`src/logic/pmcs_pkg.sv`:
```
// Constants and types for the power-mode clock sequencer
package pmcs_pkg;
    localparam int unsigned CLK_HZ = 25000000;
    localparam int unsigned IRC_START_US = 60;
    localparam int unsigned FLASH_START_US = 100;
    localparam int unsigned IRC_START_CYC = (IRC_START_US * (CLK_HZ / 1000000));
    localparam int unsigned FLASH_START_CYC = (FLASH_START_US * (CLK_HZ / 1000000));
    localparam int unsigned IRC_RESUME_CYC = 4;
    localparam int unsigned MAIN_RESUME_CYC = 4096;
    localparam int unsigned MAIN_STABLE_CYC = 4096;
    localparam int unsigned CNT_W = 13;

    // Register map, word offsets of the plain register port
    localparam logic [3:0] ADDR_CTRL = 4'h0;
    localparam logic [3:0] ADDR_PLL_CFG = 4'h1;
    localparam logic [3:0] ADDR_MODE = 4'h2;
    localparam logic [3:0] ADDR_CDIV = 4'h3;
    localparam logic [3:0] ADDR_PGATE = 4'h4;
    localparam logic [3:0] ADDR_STATUS = 4'h5;
    localparam logic [3:0] ADDR_PDIV = 4'h6;

    // Control register fields
    localparam int unsigned CTRL_PLL_EN = 0;
    localparam int unsigned CTRL_PLL_CONN = 1;
    localparam int unsigned CTRL_SRC_LSB = 2;
    localparam int unsigned CTRL_MAIN_OSC_EN = 4;

    // PLL config: divider minus one in [7:0], multiplier minus one in [22:8]
    localparam int unsigned PLL_N_LSB = 0;
    localparam int unsigned PLL_M_LSB = 8;
    localparam logic [7:0] PLL_N_RST = 8'h00;
    localparam logic [14:0] PLL_M_RST = 15'h0000;
    localparam logic [7:0] CDIV_RST = 8'h00;
    localparam logic [31:0] PGATE_RST = 32'hffffffff;

    typedef enum logic [1:0] {
        PMCS_SRC_IRC = 2'h0,
        PMCS_SRC_MAIN = 2'h1,
        PMCS_SRC_RTC = 2'h2
    } pmcs_src_e;

    typedef enum logic [2:0] {
        PMCS_MODE_RUN = 3'h0,
        PMCS_MODE_IDLE = 3'h1,
        PMCS_MODE_SLEEP = 3'h2,
        PMCS_MODE_PDOWN = 3'h3,
        PMCS_MODE_DPDOWN = 3'h4
    } pmcs_mode_e;

    // Gray codes along RUN -> LOWPWR -> OSC_START -> RESUME -> RUN
    typedef enum logic [2:0] {
        PMCS_ST_RUN = 3'b000,
        PMCS_ST_IDLE = 3'b100,
        PMCS_ST_LOWPWR = 3'b001,
        PMCS_ST_OSC_START = 3'b011,
        PMCS_ST_RESUME = 3'b010,
        PMCS_ST_DEEP = 3'b110
    } pmcs_state_e;

    typedef struct packed {
        logic [3:0] addr;
        logic [31:0] wdata;
        logic wr;
        logic rd;
    } pmcs_req_s;

    typedef struct packed {
        logic pll_power;
        logic pll_connect;
        logic [7:0] pll_div_n;
        logic [14:0] pll_mul_m;
        logic [7:0] core_div;
        logic [7:0] usb_div;
    } pmcs_pll_s;
endpackage

```
`src/logic/pmcs_sequencer.sv`:
```
// Power-mode clock sequencer: PLL setup, low-power modes and wake timing
//
// Design decisions made here: the plain strobed port and the register addresses.
`timescale 1ns/1ns
module pmcs_sequencer #(
    parameter int unsigned NUM_PERIPH = 8,
    parameter int unsigned IRC_START_CYCLES = pmcs_pkg::IRC_START_CYC,
    parameter int unsigned FLASH_START_CYCLES = pmcs_pkg::FLASH_START_CYC,
    parameter int unsigned MAIN_RESUME_CYCLES = pmcs_pkg::MAIN_RESUME_CYC,
    parameter int unsigned MAIN_STABLE_CYCLES = pmcs_pkg::MAIN_STABLE_CYC
) (
    input wire logic clk,
    input wire logic rst_n,
    input wire pmcs_pkg::pmcs_req_s bus_req,
    output logic [31:0] rd_data,

    input wire logic pll_lock,
    input wire logic periph_irq,
    input wire logic clockless_irq,
    input wire logic rtc_alarm,

    output pmcs_pkg::pmcs_pll_s pll_cfg,
    output logic [1:0] clk_src_sel,
    output logic cpu_run,

    output logic internal_clk_en,
    output logic internal_rc_oscillator_power,
    output logic internal_rc_oscillator_out_en,
    output logic main_osc_ok,
    output logic flash_power,
    output logic flash_ready,
    output logic regulator_on,
    output logic rtc_osc_run,
    output logic power_restore,
    output logic [NUM_PERIPH-1:0] periph_clk_en,
    output logic [NUM_PERIPH*8-1:0] periph_div
);
    // ------------------------------------------------------------
    // Registers
    // ------------------------------------------------------------
    pmcs_pkg::pmcs_state_e state_reg;

    logic pll_en_reg;
    logic pll_conn_reg;
    logic [1:0] src_reg;
    logic main_osc_en_reg;
    logic [7:0] pll_n_reg;
    logic [14:0] pll_m_reg;
    logic [7:0] core_div_reg;
    logic [7:0] usb_div_reg;

    logic [NUM_PERIPH-1:0] pgate_reg;
    logic [NUM_PERIPH*8-1:0] pdiv_reg;

    logic [pmcs_pkg::CNT_W-1:0] wake_cnt_reg;
    logic [pmcs_pkg::CNT_W-1:0] stab_cnt_reg;
    logic [pmcs_pkg::CNT_W-1:0] flash_cnt_reg;

    logic main_ok_reg;
    logic flash_rdy_reg;
    logic flash_pwr_reg;
    logic rc_pwr_reg;
    logic pd_wake_reg;
    logic main_src_at_entry_reg;

    logic [31:0] rd_data_reg;

    logic wr_ctrl;
    logic wr_mode;
    logic [2:0] mode_req;

    logic wake_sleep;
    logic enter_sleep;
    logic enter_pdown;

    logic resume_done;
    logic [pmcs_pkg::CNT_W-1:0] resume_len;

    assign wr_ctrl = bus_req.wr && (bus_req.addr == pmcs_pkg::ADDR_CTRL);
    assign wr_mode = bus_req.wr && (bus_req.addr == pmcs_pkg::ADDR_MODE);
    assign mode_req = bus_req.wdata[2:0];

    assign enter_sleep = wr_mode && (state_reg == pmcs_pkg::PMCS_ST_RUN)
        && (mode_req == pmcs_pkg::PMCS_MODE_SLEEP);
    assign enter_pdown = wr_mode && (state_reg == pmcs_pkg::PMCS_ST_RUN)
        && (mode_req == pmcs_pkg::PMCS_MODE_PDOWN);

    assign wake_sleep = clockless_irq || rtc_alarm;

    // Resume length follows the clock source in use at sleep entry; a power-down wake always uses the RC length
    assign resume_len = main_src_at_entry_reg
        ? pmcs_pkg::CNT_W'(MAIN_RESUME_CYCLES - 1)
        : pmcs_pkg::CNT_W'(pmcs_pkg::IRC_RESUME_CYC - 1);
    assign resume_done = (state_reg == pmcs_pkg::PMCS_ST_RESUME)
        && (wake_cnt_reg == resume_len);

    // ------------------------------------------------------------
    // Mode sequencer
    // ------------------------------------------------------------
    always_ff @(posedge clk or negedge rst_n) begin
        if (!rst_n) begin
            state_reg <= pmcs_pkg::PMCS_ST_RUN;
            wake_cnt_reg <= '0;
            pd_wake_reg <= 1'b0;
            main_src_at_entry_reg <= 1'b0;
        end else begin
            unique case (state_reg)
                pmcs_pkg::PMCS_ST_RUN: begin
                    wake_cnt_reg <= '0;
                    if (wr_mode) begin
                        unique case (mode_req)
                            pmcs_pkg::PMCS_MODE_IDLE: begin
                                state_reg <= pmcs_pkg::PMCS_ST_IDLE;
                            end
                            pmcs_pkg::PMCS_MODE_SLEEP, pmcs_pkg::PMCS_MODE_PDOWN: begin
                                state_reg <= pmcs_pkg::PMCS_ST_LOWPWR;
                                pd_wake_reg <= enter_pdown;
                                main_src_at_entry_reg <= (src_reg == pmcs_pkg::PMCS_SRC_MAIN);
                            end
                            pmcs_pkg::PMCS_MODE_DPDOWN: begin
                                state_reg <= pmcs_pkg::PMCS_ST_DEEP;
                            end
                            default: begin
                                state_reg <= pmcs_pkg::PMCS_ST_RUN;
                            end
                        endcase
                    end
                end

                pmcs_pkg::PMCS_ST_IDLE: begin
                    if (periph_irq || wake_sleep) begin
                        state_reg <= pmcs_pkg::PMCS_ST_RUN;
                    end
                end

                pmcs_pkg::PMCS_ST_LOWPWR: begin
                    wake_cnt_reg <= '0;
                    if (wake_sleep) begin
                        // Power-down always wakes on the RC oscillator
                        state_reg <= pd_wake_reg ? pmcs_pkg::PMCS_ST_OSC_START
                                                 : pmcs_pkg::PMCS_ST_RESUME;
                        if (pd_wake_reg) begin
                            main_src_at_entry_reg <= 1'b0;
                        end
                    end
                end

                pmcs_pkg::PMCS_ST_OSC_START: begin
                    if (wake_cnt_reg == pmcs_pkg::CNT_W'(IRC_START_CYCLES - 1)) begin
                        wake_cnt_reg <= '0;
                        state_reg <= pmcs_pkg::PMCS_ST_RESUME;
                    end else begin
                        wake_cnt_reg <= wake_cnt_reg + 1'b1;
                    end
                end

                pmcs_pkg::PMCS_ST_RESUME: begin
                    if (resume_done) begin
                        wake_cnt_reg <= '0;
                        state_reg <= pmcs_pkg::PMCS_ST_RUN;
                    end else begin
                        wake_cnt_reg <= wake_cnt_reg + 1'b1;
                    end
                end

                pmcs_pkg::PMCS_ST_DEEP: begin
                    // Nothing retained; only rst_n leaves here, rtc_alarm does not
                    state_reg <= pmcs_pkg::PMCS_ST_DEEP;
                end

                default: begin
                    state_reg <= pmcs_pkg::PMCS_ST_RUN;
                end
            endcase
        end
    end

    // ------------------------------------------------------------
    // Clock control registers
    // ------------------------------------------------------------
    always_ff @(posedge clk or negedge rst_n) begin
        if (!rst_n) begin
            pll_en_reg <= 1'b0;
            pll_conn_reg <= 1'b0;
            src_reg <= pmcs_pkg::PMCS_SRC_IRC;
            main_osc_en_reg <= 1'b0;
            core_div_reg <= pmcs_pkg::CDIV_RST;
            usb_div_reg <= pmcs_pkg::CDIV_RST;
            pll_n_reg <= pmcs_pkg::PLL_N_RST;
            pll_m_reg <= pmcs_pkg::PLL_M_RST;
        end else if (enter_sleep || enter_pdown) begin
            pll_en_reg <= 1'b0;
            pll_conn_reg <= 1'b0;
            core_div_reg <= '0;
            usb_div_reg <= '0;
            if (enter_pdown) begin
                src_reg <= pmcs_pkg::PMCS_SRC_IRC;
            end
        end else if (bus_req.wr) begin
            if (wr_ctrl) begin
                pll_en_reg <= bus_req.wdata[pmcs_pkg::CTRL_PLL_EN];
                // Connect only takes when enabled and locked
                pll_conn_reg <= bus_req.wdata[pmcs_pkg::CTRL_PLL_CONN]
                    && bus_req.wdata[pmcs_pkg::CTRL_PLL_EN] && pll_lock;
                src_reg <= bus_req.wdata[pmcs_pkg::CTRL_SRC_LSB +: 2];
                main_osc_en_reg <= bus_req.wdata[pmcs_pkg::CTRL_MAIN_OSC_EN];
            end

            if (bus_req.addr == pmcs_pkg::ADDR_PLL_CFG) begin
                pll_n_reg <= bus_req.wdata[pmcs_pkg::PLL_N_LSB +: 8];
                pll_m_reg <= bus_req.wdata[pmcs_pkg::PLL_M_LSB +: 15];
            end

            if (bus_req.addr == pmcs_pkg::ADDR_CDIV) begin
                core_div_reg <= bus_req.wdata[7:0];
                usb_div_reg <= bus_req.wdata[15:8];
            end
        end else if (!pll_lock) begin
            pll_conn_reg <= 1'b0;
        end
    end

    // ------------------------------------------------------------
    // Peripheral gates and dividers
    // ------------------------------------------------------------
    always_ff @(posedge clk or negedge rst_n) begin
        if (!rst_n) begin
            pgate_reg <= pmcs_pkg::PGATE_RST[NUM_PERIPH-1:0];
            pdiv_reg <= '0;
        end else begin
            if (bus_req.wr && bus_req.addr == pmcs_pkg::ADDR_PGATE) begin
                pgate_reg <= bus_req.wdata[NUM_PERIPH-1:0];
            end

            // Divider write: index in [31:24], value in [7:0]
            for (int i = 0; i < NUM_PERIPH; i++) begin
                if (bus_req.wr && bus_req.addr == pmcs_pkg::ADDR_PDIV
                    && bus_req.wdata[31:24] == 8'(i)) begin
                    pdiv_reg[i*8 +: 8] <= bus_req.wdata[7:0];
                end
            end
        end
    end

    // ------------------------------------------------------------
    // Main oscillator stability and flash wake timers
    // ------------------------------------------------------------
    always_ff @(posedge clk or negedge rst_n) begin
        if (!rst_n) begin
            stab_cnt_reg <= '0;
            main_ok_reg <= 1'b0;
        end else if (!main_osc_en_reg || state_reg == pmcs_pkg::PMCS_ST_OSC_START) begin
            stab_cnt_reg <= '0;
            main_ok_reg <= 1'b0;
        end else if (!main_ok_reg) begin
            if (stab_cnt_reg == pmcs_pkg::CNT_W'(MAIN_STABLE_CYCLES - 1)) begin
                main_ok_reg <= 1'b1;
            end else begin
                stab_cnt_reg <= stab_cnt_reg + 1'b1;
            end
        end
    end

    always_ff @(posedge clk or negedge rst_n) begin
        if (!rst_n) begin
            flash_pwr_reg <= 1'b1;
            rc_pwr_reg <= 1'b1;
            flash_rdy_reg <= 1'b1;
            flash_cnt_reg <= '0;
        end else if (enter_pdown) begin
            flash_pwr_reg <= 1'b0;
            rc_pwr_reg <= 1'b0;
            flash_rdy_reg <= 1'b0;
        end else if (state_reg == pmcs_pkg::PMCS_ST_LOWPWR && wake_sleep
                     && pd_wake_reg) begin
            flash_pwr_reg <= 1'b1;
            rc_pwr_reg <= 1'b1;
            flash_cnt_reg <= '0;
        end else if (flash_pwr_reg && !flash_rdy_reg
                     && state_reg != pmcs_pkg::PMCS_ST_LOWPWR) begin
            // Counting starts with RC start-up, so it overlaps it
            if (flash_cnt_reg == pmcs_pkg::CNT_W'(FLASH_START_CYCLES - 1)) begin
                flash_rdy_reg <= 1'b1;
            end else begin
                flash_cnt_reg <= flash_cnt_reg + 1'b1;
            end
        end
    end

    // ------------------------------------------------------------
    // Read port
    // ------------------------------------------------------------
    always_ff @(posedge clk or negedge rst_n) begin
        if (!rst_n) begin
            rd_data_reg <= '0;
        end else if (bus_req.rd) begin
            unique case (bus_req.addr)
                pmcs_pkg::ADDR_CTRL:
                    rd_data_reg <= {27'h0, main_osc_en_reg, src_reg, pll_conn_reg, pll_en_reg};
                pmcs_pkg::ADDR_PLL_CFG:
                    rd_data_reg <= {9'h0, pll_m_reg, pll_n_reg};
                pmcs_pkg::ADDR_MODE:
                    rd_data_reg <= {29'h0, state_reg};
                pmcs_pkg::ADDR_CDIV:
                    rd_data_reg <= {16'h0, usb_div_reg, core_div_reg};
                pmcs_pkg::ADDR_PGATE:
                    rd_data_reg <= 32'(pgate_reg);
                pmcs_pkg::ADDR_STATUS:
                    rd_data_reg <= {28'h0, flash_rdy_reg, main_ok_reg, pll_lock,
                                    pll_conn_reg && pll_en_reg};
                default:
                    rd_data_reg <= '0;
            endcase
        end else begin
            rd_data_reg <= '0;
        end
    end

    // ------------------------------------------------------------
    // Outputs
    // ------------------------------------------------------------
    assign rd_data = rd_data_reg;

    assign pll_cfg.pll_power = pll_en_reg;
    assign pll_cfg.pll_connect = pll_en_reg && pll_conn_reg;
    assign pll_cfg.pll_div_n = pll_n_reg;
    assign pll_cfg.pll_mul_m = pll_m_reg;
    assign pll_cfg.core_div = core_div_reg;
    assign pll_cfg.usb_div = usb_div_reg;

    assign clk_src_sel = src_reg;

    assign cpu_run = (state_reg == pmcs_pkg::PMCS_ST_RUN);
    assign internal_clk_en = (state_reg == pmcs_pkg::PMCS_ST_RUN)
        || (state_reg == pmcs_pkg::PMCS_ST_IDLE);
    assign internal_rc_oscillator_power = rc_pwr_reg
        && (state_reg != pmcs_pkg::PMCS_ST_DEEP);
    assign internal_rc_oscillator_out_en = rc_pwr_reg
        && (state_reg != pmcs_pkg::PMCS_ST_LOWPWR)
        && (state_reg != pmcs_pkg::PMCS_ST_DEEP);

    assign main_osc_ok = main_ok_reg;
    assign flash_power = flash_pwr_reg && (state_reg != pmcs_pkg::PMCS_ST_DEEP);
    assign flash_ready = flash_rdy_reg && flash_power;

    assign regulator_on = (state_reg != pmcs_pkg::PMCS_ST_DEEP);
    assign rtc_osc_run = 1'b1;
    assign power_restore = rtc_alarm;

    assign periph_clk_en = internal_clk_en ? pgate_reg : '0;
    assign periph_div = pdiv_reg;
endmodule

```
`config.mk`:
```
export PLATFORM = sky130hd
export DESIGN_NAME = pmcs_sequencer
export DESIGN_NICKNAME = d
export VERILOG_FILES = /design/src/logic/pmcs_pkg.sv /design/src/logic/pmcs_sequencer.sv
export SDC_FILE = /design/constraint.sdc
export NUM_CORES = 1
export LEC_CHECK = 0
export ABC_AREA = 1
export BUFFER_PORTS_ARGS = -buffer_cell sky130_fd_sc_hd__buf_2
export CORE_AREA = 2 2 126 128
export CTS_BUF_LIST = sky130_fd_sc_hd__clkbuf_8 sky130_fd_sc_hd__clkbuf_16
export CTS_CLUSTER_DIAMETER = 100
export DETAILED_ROUTE_END_ITERATION = 6
export DIE_AREA = 0 0 128 130
export PLACE_DENSITY = 0.85
export REMOVE_ABC_BUFFERS = 1
export SETUP_SLACK_MARGIN = 0.2
export SYNTH_ARGS = -nofsm -noshare
export SYNTH_HDL_FRONTEND = slang
export SYNTH_SLANG_ARGS = --single-unit
export TNS_END_PERCENT = 100
```
`constraint.sdc`:
```
create_clock -name clk -period 2.3 [get_ports clk]
set_input_delay 0.115 -clock clk [delete_from_list [all_inputs] [get_ports clk]]
set_output_delay 0.115 -clock clk [all_outputs]
set_load 0.02 [all_outputs]
```
==> impl_metrics.yaml <==
run:
  cap_viol_max_count: 0
synth:
  synth_area_um2: 8860
  syn_inst: 1046
  yosys_warnings: 0
  ys_ff_latch: 186
  yosys-top-cells-area: "dfrtp_1, nand2_1, inv_1, nor2_1, o21ai_0"
  syn_area_per_cell_um2: 8.47
  ys_seq_area_frac: 0.527
  synth.top_cell.area_share: 0.497
  synth_top_area_cell: "dfrtp_1"
  synth_cell_type_count: 39
layout:
  largest_reg_flops: 64
  drive_gt1_frac: 0.235
  multi_input_area_um2: 3460
  nNetsFinal: 1290
  seq_area_um2: 4670
  syn_to_final_growth_pct: 20.6
  fillCellCount: 1199
  final_area_um2: 10700
die:
  num_rows: 46
  ios: 201
  dieArea_um2: 16600
  die_y_um: 130
  die_x_um: 128
  initial_utilization: 0.574
  core-area_um2: 15400
worst_setup_path:
  worstSetupPathType: "flop to output pin"
  r2r-end: "pll_m_reg[0]"
  timing.rr.start: "state_reg[2]"
  reg2reg_slack_ns: 0.36
  cp.required_ns: 2.18
  crit_chain: "inv_1 -> nand3_1 -> nand2_1 -> nor2_1 -> buf_2"
  cp_data_arrival_time_ns: 1.82
  worstPathMaxFanout: 6
  reg2regPathDepth: 8
  worst_path_largest_cell_delay_ns: 0.50
  start_kind: "flop"
  slowest_stage: "dfrtp_1"
  end_kind: "output pin"
grt:
  antenna_found_initial: 0
  grt_usage: 0.290
  grt_pass1_wl_um: 37600
  grt_max_degree: 64
  grt_pass1_vias: 7569
  gr-total-overflow: 0
pwr:
  swShare: 0.337
  p_seq_frac: 0.437
  vdd_drop_max_v: 0.000659
  p_switching_uw: 3030
  intPower_uw: 5960
  leakagePower_uw: 0.00572
  p_per_area_nw_per_um2: 841
  p_comb_frac: 0.215
  clock_power_share: 0.347
drt:
  via_count: 7946
  firstDrtPassIters: 5
  drcViolationCount: 0
  ant_nets: 0
  wl_um: 23700
  avgViaCountPerCell: 5.48
  wl_per_cell_um: 16.4
  drt_first_iter_violations: 586
sta:
  skew_ns: 0.00731
  tightest_slew_ns: 0.614
  fin_crit_sh: 0.843
  slew_violations: 0
  hold_viol: 0
  final-setup-viol-count: 0
  min_period_ns: 1.94
  fmax_mhz: 516
  rsz0062_at_grt: "no"
  setup-tns-final_ns: 0
  slew_headroom: 0.591
hold_path:
  hold_path.class: "input port to flop"
  holdPathEnd: "state_reg[2]"
  min-delay-start: "clockless_irq"
  hold_depth: 4
place:
  numPortBuffers: 189
  dp_hpwl_um: 15900
  place_area_um2: 9850
  gp_congestion: 0.918
clock_tree:
  clkLatencyLatePin_ns: 0.44
  clock_sinks: 186
  cts-root-buf: "clkbuf_16"
  clk_pin_slew_ns: 0.07
  cts_setup_buffers: 0
  htree_levels: 4
  clock_path_buffers: 2
  cts_buffers: 17
  cts_tree: "done"
outcome:
  status: "complete, no violations"
==> final cells by class <==
class                      instances  area share
inverter                         118      0.0417
multi-input combinational        703       0.324
tap                              192      0.0225
sequential                       186       0.437
timing repair buffer             217       0.117
antenna                            1    0.000234
clock inverter                    15      0.0185
clock buffer                      17      0.0398
==> repair_timing <==
item / in CTS / in global routing
hold buffers: 18 / 0
gates cloned: 0 / 1
gates resized for setup: 1 / 4
setup endpoints to repair: 10 / 41
pin swaps: 0 / 1
hold endpoints to repair: 86 / 0
==> Yosys cell counts <==
master and n:
nand2_1 277, dfrtp_1 176, inv_1 111, nor2_1 83, o21ai_0 61, o21ai_1 61
nand3_1 58, nand4_1 23, nor3_1 23, a21oi_1 22, buf_4 16, buf_6 13
o21ai_2 13, o22ai_1 12, clkbuf_1 11, dfstp_2 10, nand2_4 10, xor2_1 9
buf_2 8, inv_2 6, nor2_4 6, nand3b_1 5, ha_1 3, nand3_2 3
nand3_4 3, nor2_2 3, o21bai_1 3, o221ai_1 3, conb_1 2, nand2_2 2
or2_2 2, a21oi_2 1, a21oi_4 1, clkinv_1 1, nor2_8 1, nor4_1 1
o211ai_1 1, o21a_1 1, xnor2_1 1
==> worst max-delay path, delay by kind of cell (launching register included) <==
| kind | cells | cell delay (ns) |
|---|---|---|
| buf+inv | 2 | 0.34 |
| simple gates | 3 | 0.55 |
| flops | 1 | 0.50 |
==> routing by layer <==
| layer | up-vias | GRT usage | wire (um) |
|---|---|---|---|
| met2 | 326 | 0.468 | 11500 |
| met4 | 0 | 0.114 | 623 |
| li1 | 3756 | - | - |
| met3 | 45 | 0.0824 | 1840 |
| met5 | - | 0 | 0 |
| met1 | 3819 | 0.374 | 9710 |
==> cell families after synthesis <==
group           synth area share
flops                      0.527
other cells             0.000848
fa+ha+maj                0.00424
compound gates             0.113
xor+xnor                 0.00989
simple gates               0.256
buf+inv                   0.0893
==> stage by stage <==
| step | utilization | hold slack [ns] | setup WS [ns] | total power [uW] | instances |
|---|---|---|---|---|---|
| 2_1_floorplan | - | -0.181 | 0.453 | 5130 | 1006 |
| 3_3_place_gp | 0.638 | 0.144 | 0.230 | 5750 | 1397 |
| 3_5_place_dp | 0.638 | 0.147 | 0.140 | 5830 | 1397 |
| 4_1_cts | 0.691 | 0.00744 | 0.304 | 8960 | 1447 |
| 5_1_grt | 0.692 | 0.0296 | 0.244 | 9390 | 1448 |
| 6_report | 0.693 | 0.00610 | 0.361 | 8990 | 1449 |
==> power groups by stage <==
stage	combinational, uW	clock (uW)	sequential (uW)
floorplan	1000	0	4130
global placement	1800	0	3960
detailed placement	1860	0	3970
CTS	1900	3140	3920
global route	2150	3270	3970
finish	1940	3120	3930
==> cells in the final DEF (no fill, tap or decap), types with 12 or more instances in the layout <==
master and instances:
nor3_1 23, inv_1 111, o22ai_1 12, o21ai_2 13, dfrtp_1 176, dlygate4sd3_1 18
buf_2 188, o21ai_1 61, nand4_1 23, a21oi_1 22, clkbuf_16 17, o21ai_0 61
nand3_1 58, nand2_1 276, nor2_1 82
==> worst max path at each step <==
stage                          from                            end  slack (ns)  depth (start not counted)
finish                 state_reg[0]  internal_rc_oscillator_out_en        0.36                          5
CTS                    state_reg[2]               flash_cnt_reg[4]        0.30                          8
floorplan           stab_cnt_reg[0]                stab_cnt_reg[7]        0.45                          9
detailed placement  stab_cnt_reg[0]               stab_cnt_reg[10]        0.14                         10
global placement    stab_cnt_reg[0]                stab_cnt_reg[7]        0.23                         10
global route        stab_cnt_reg[0]               stab_cnt_reg[10]        0.24                         10
Note: power is estimated with default switching activity, not from simulation.
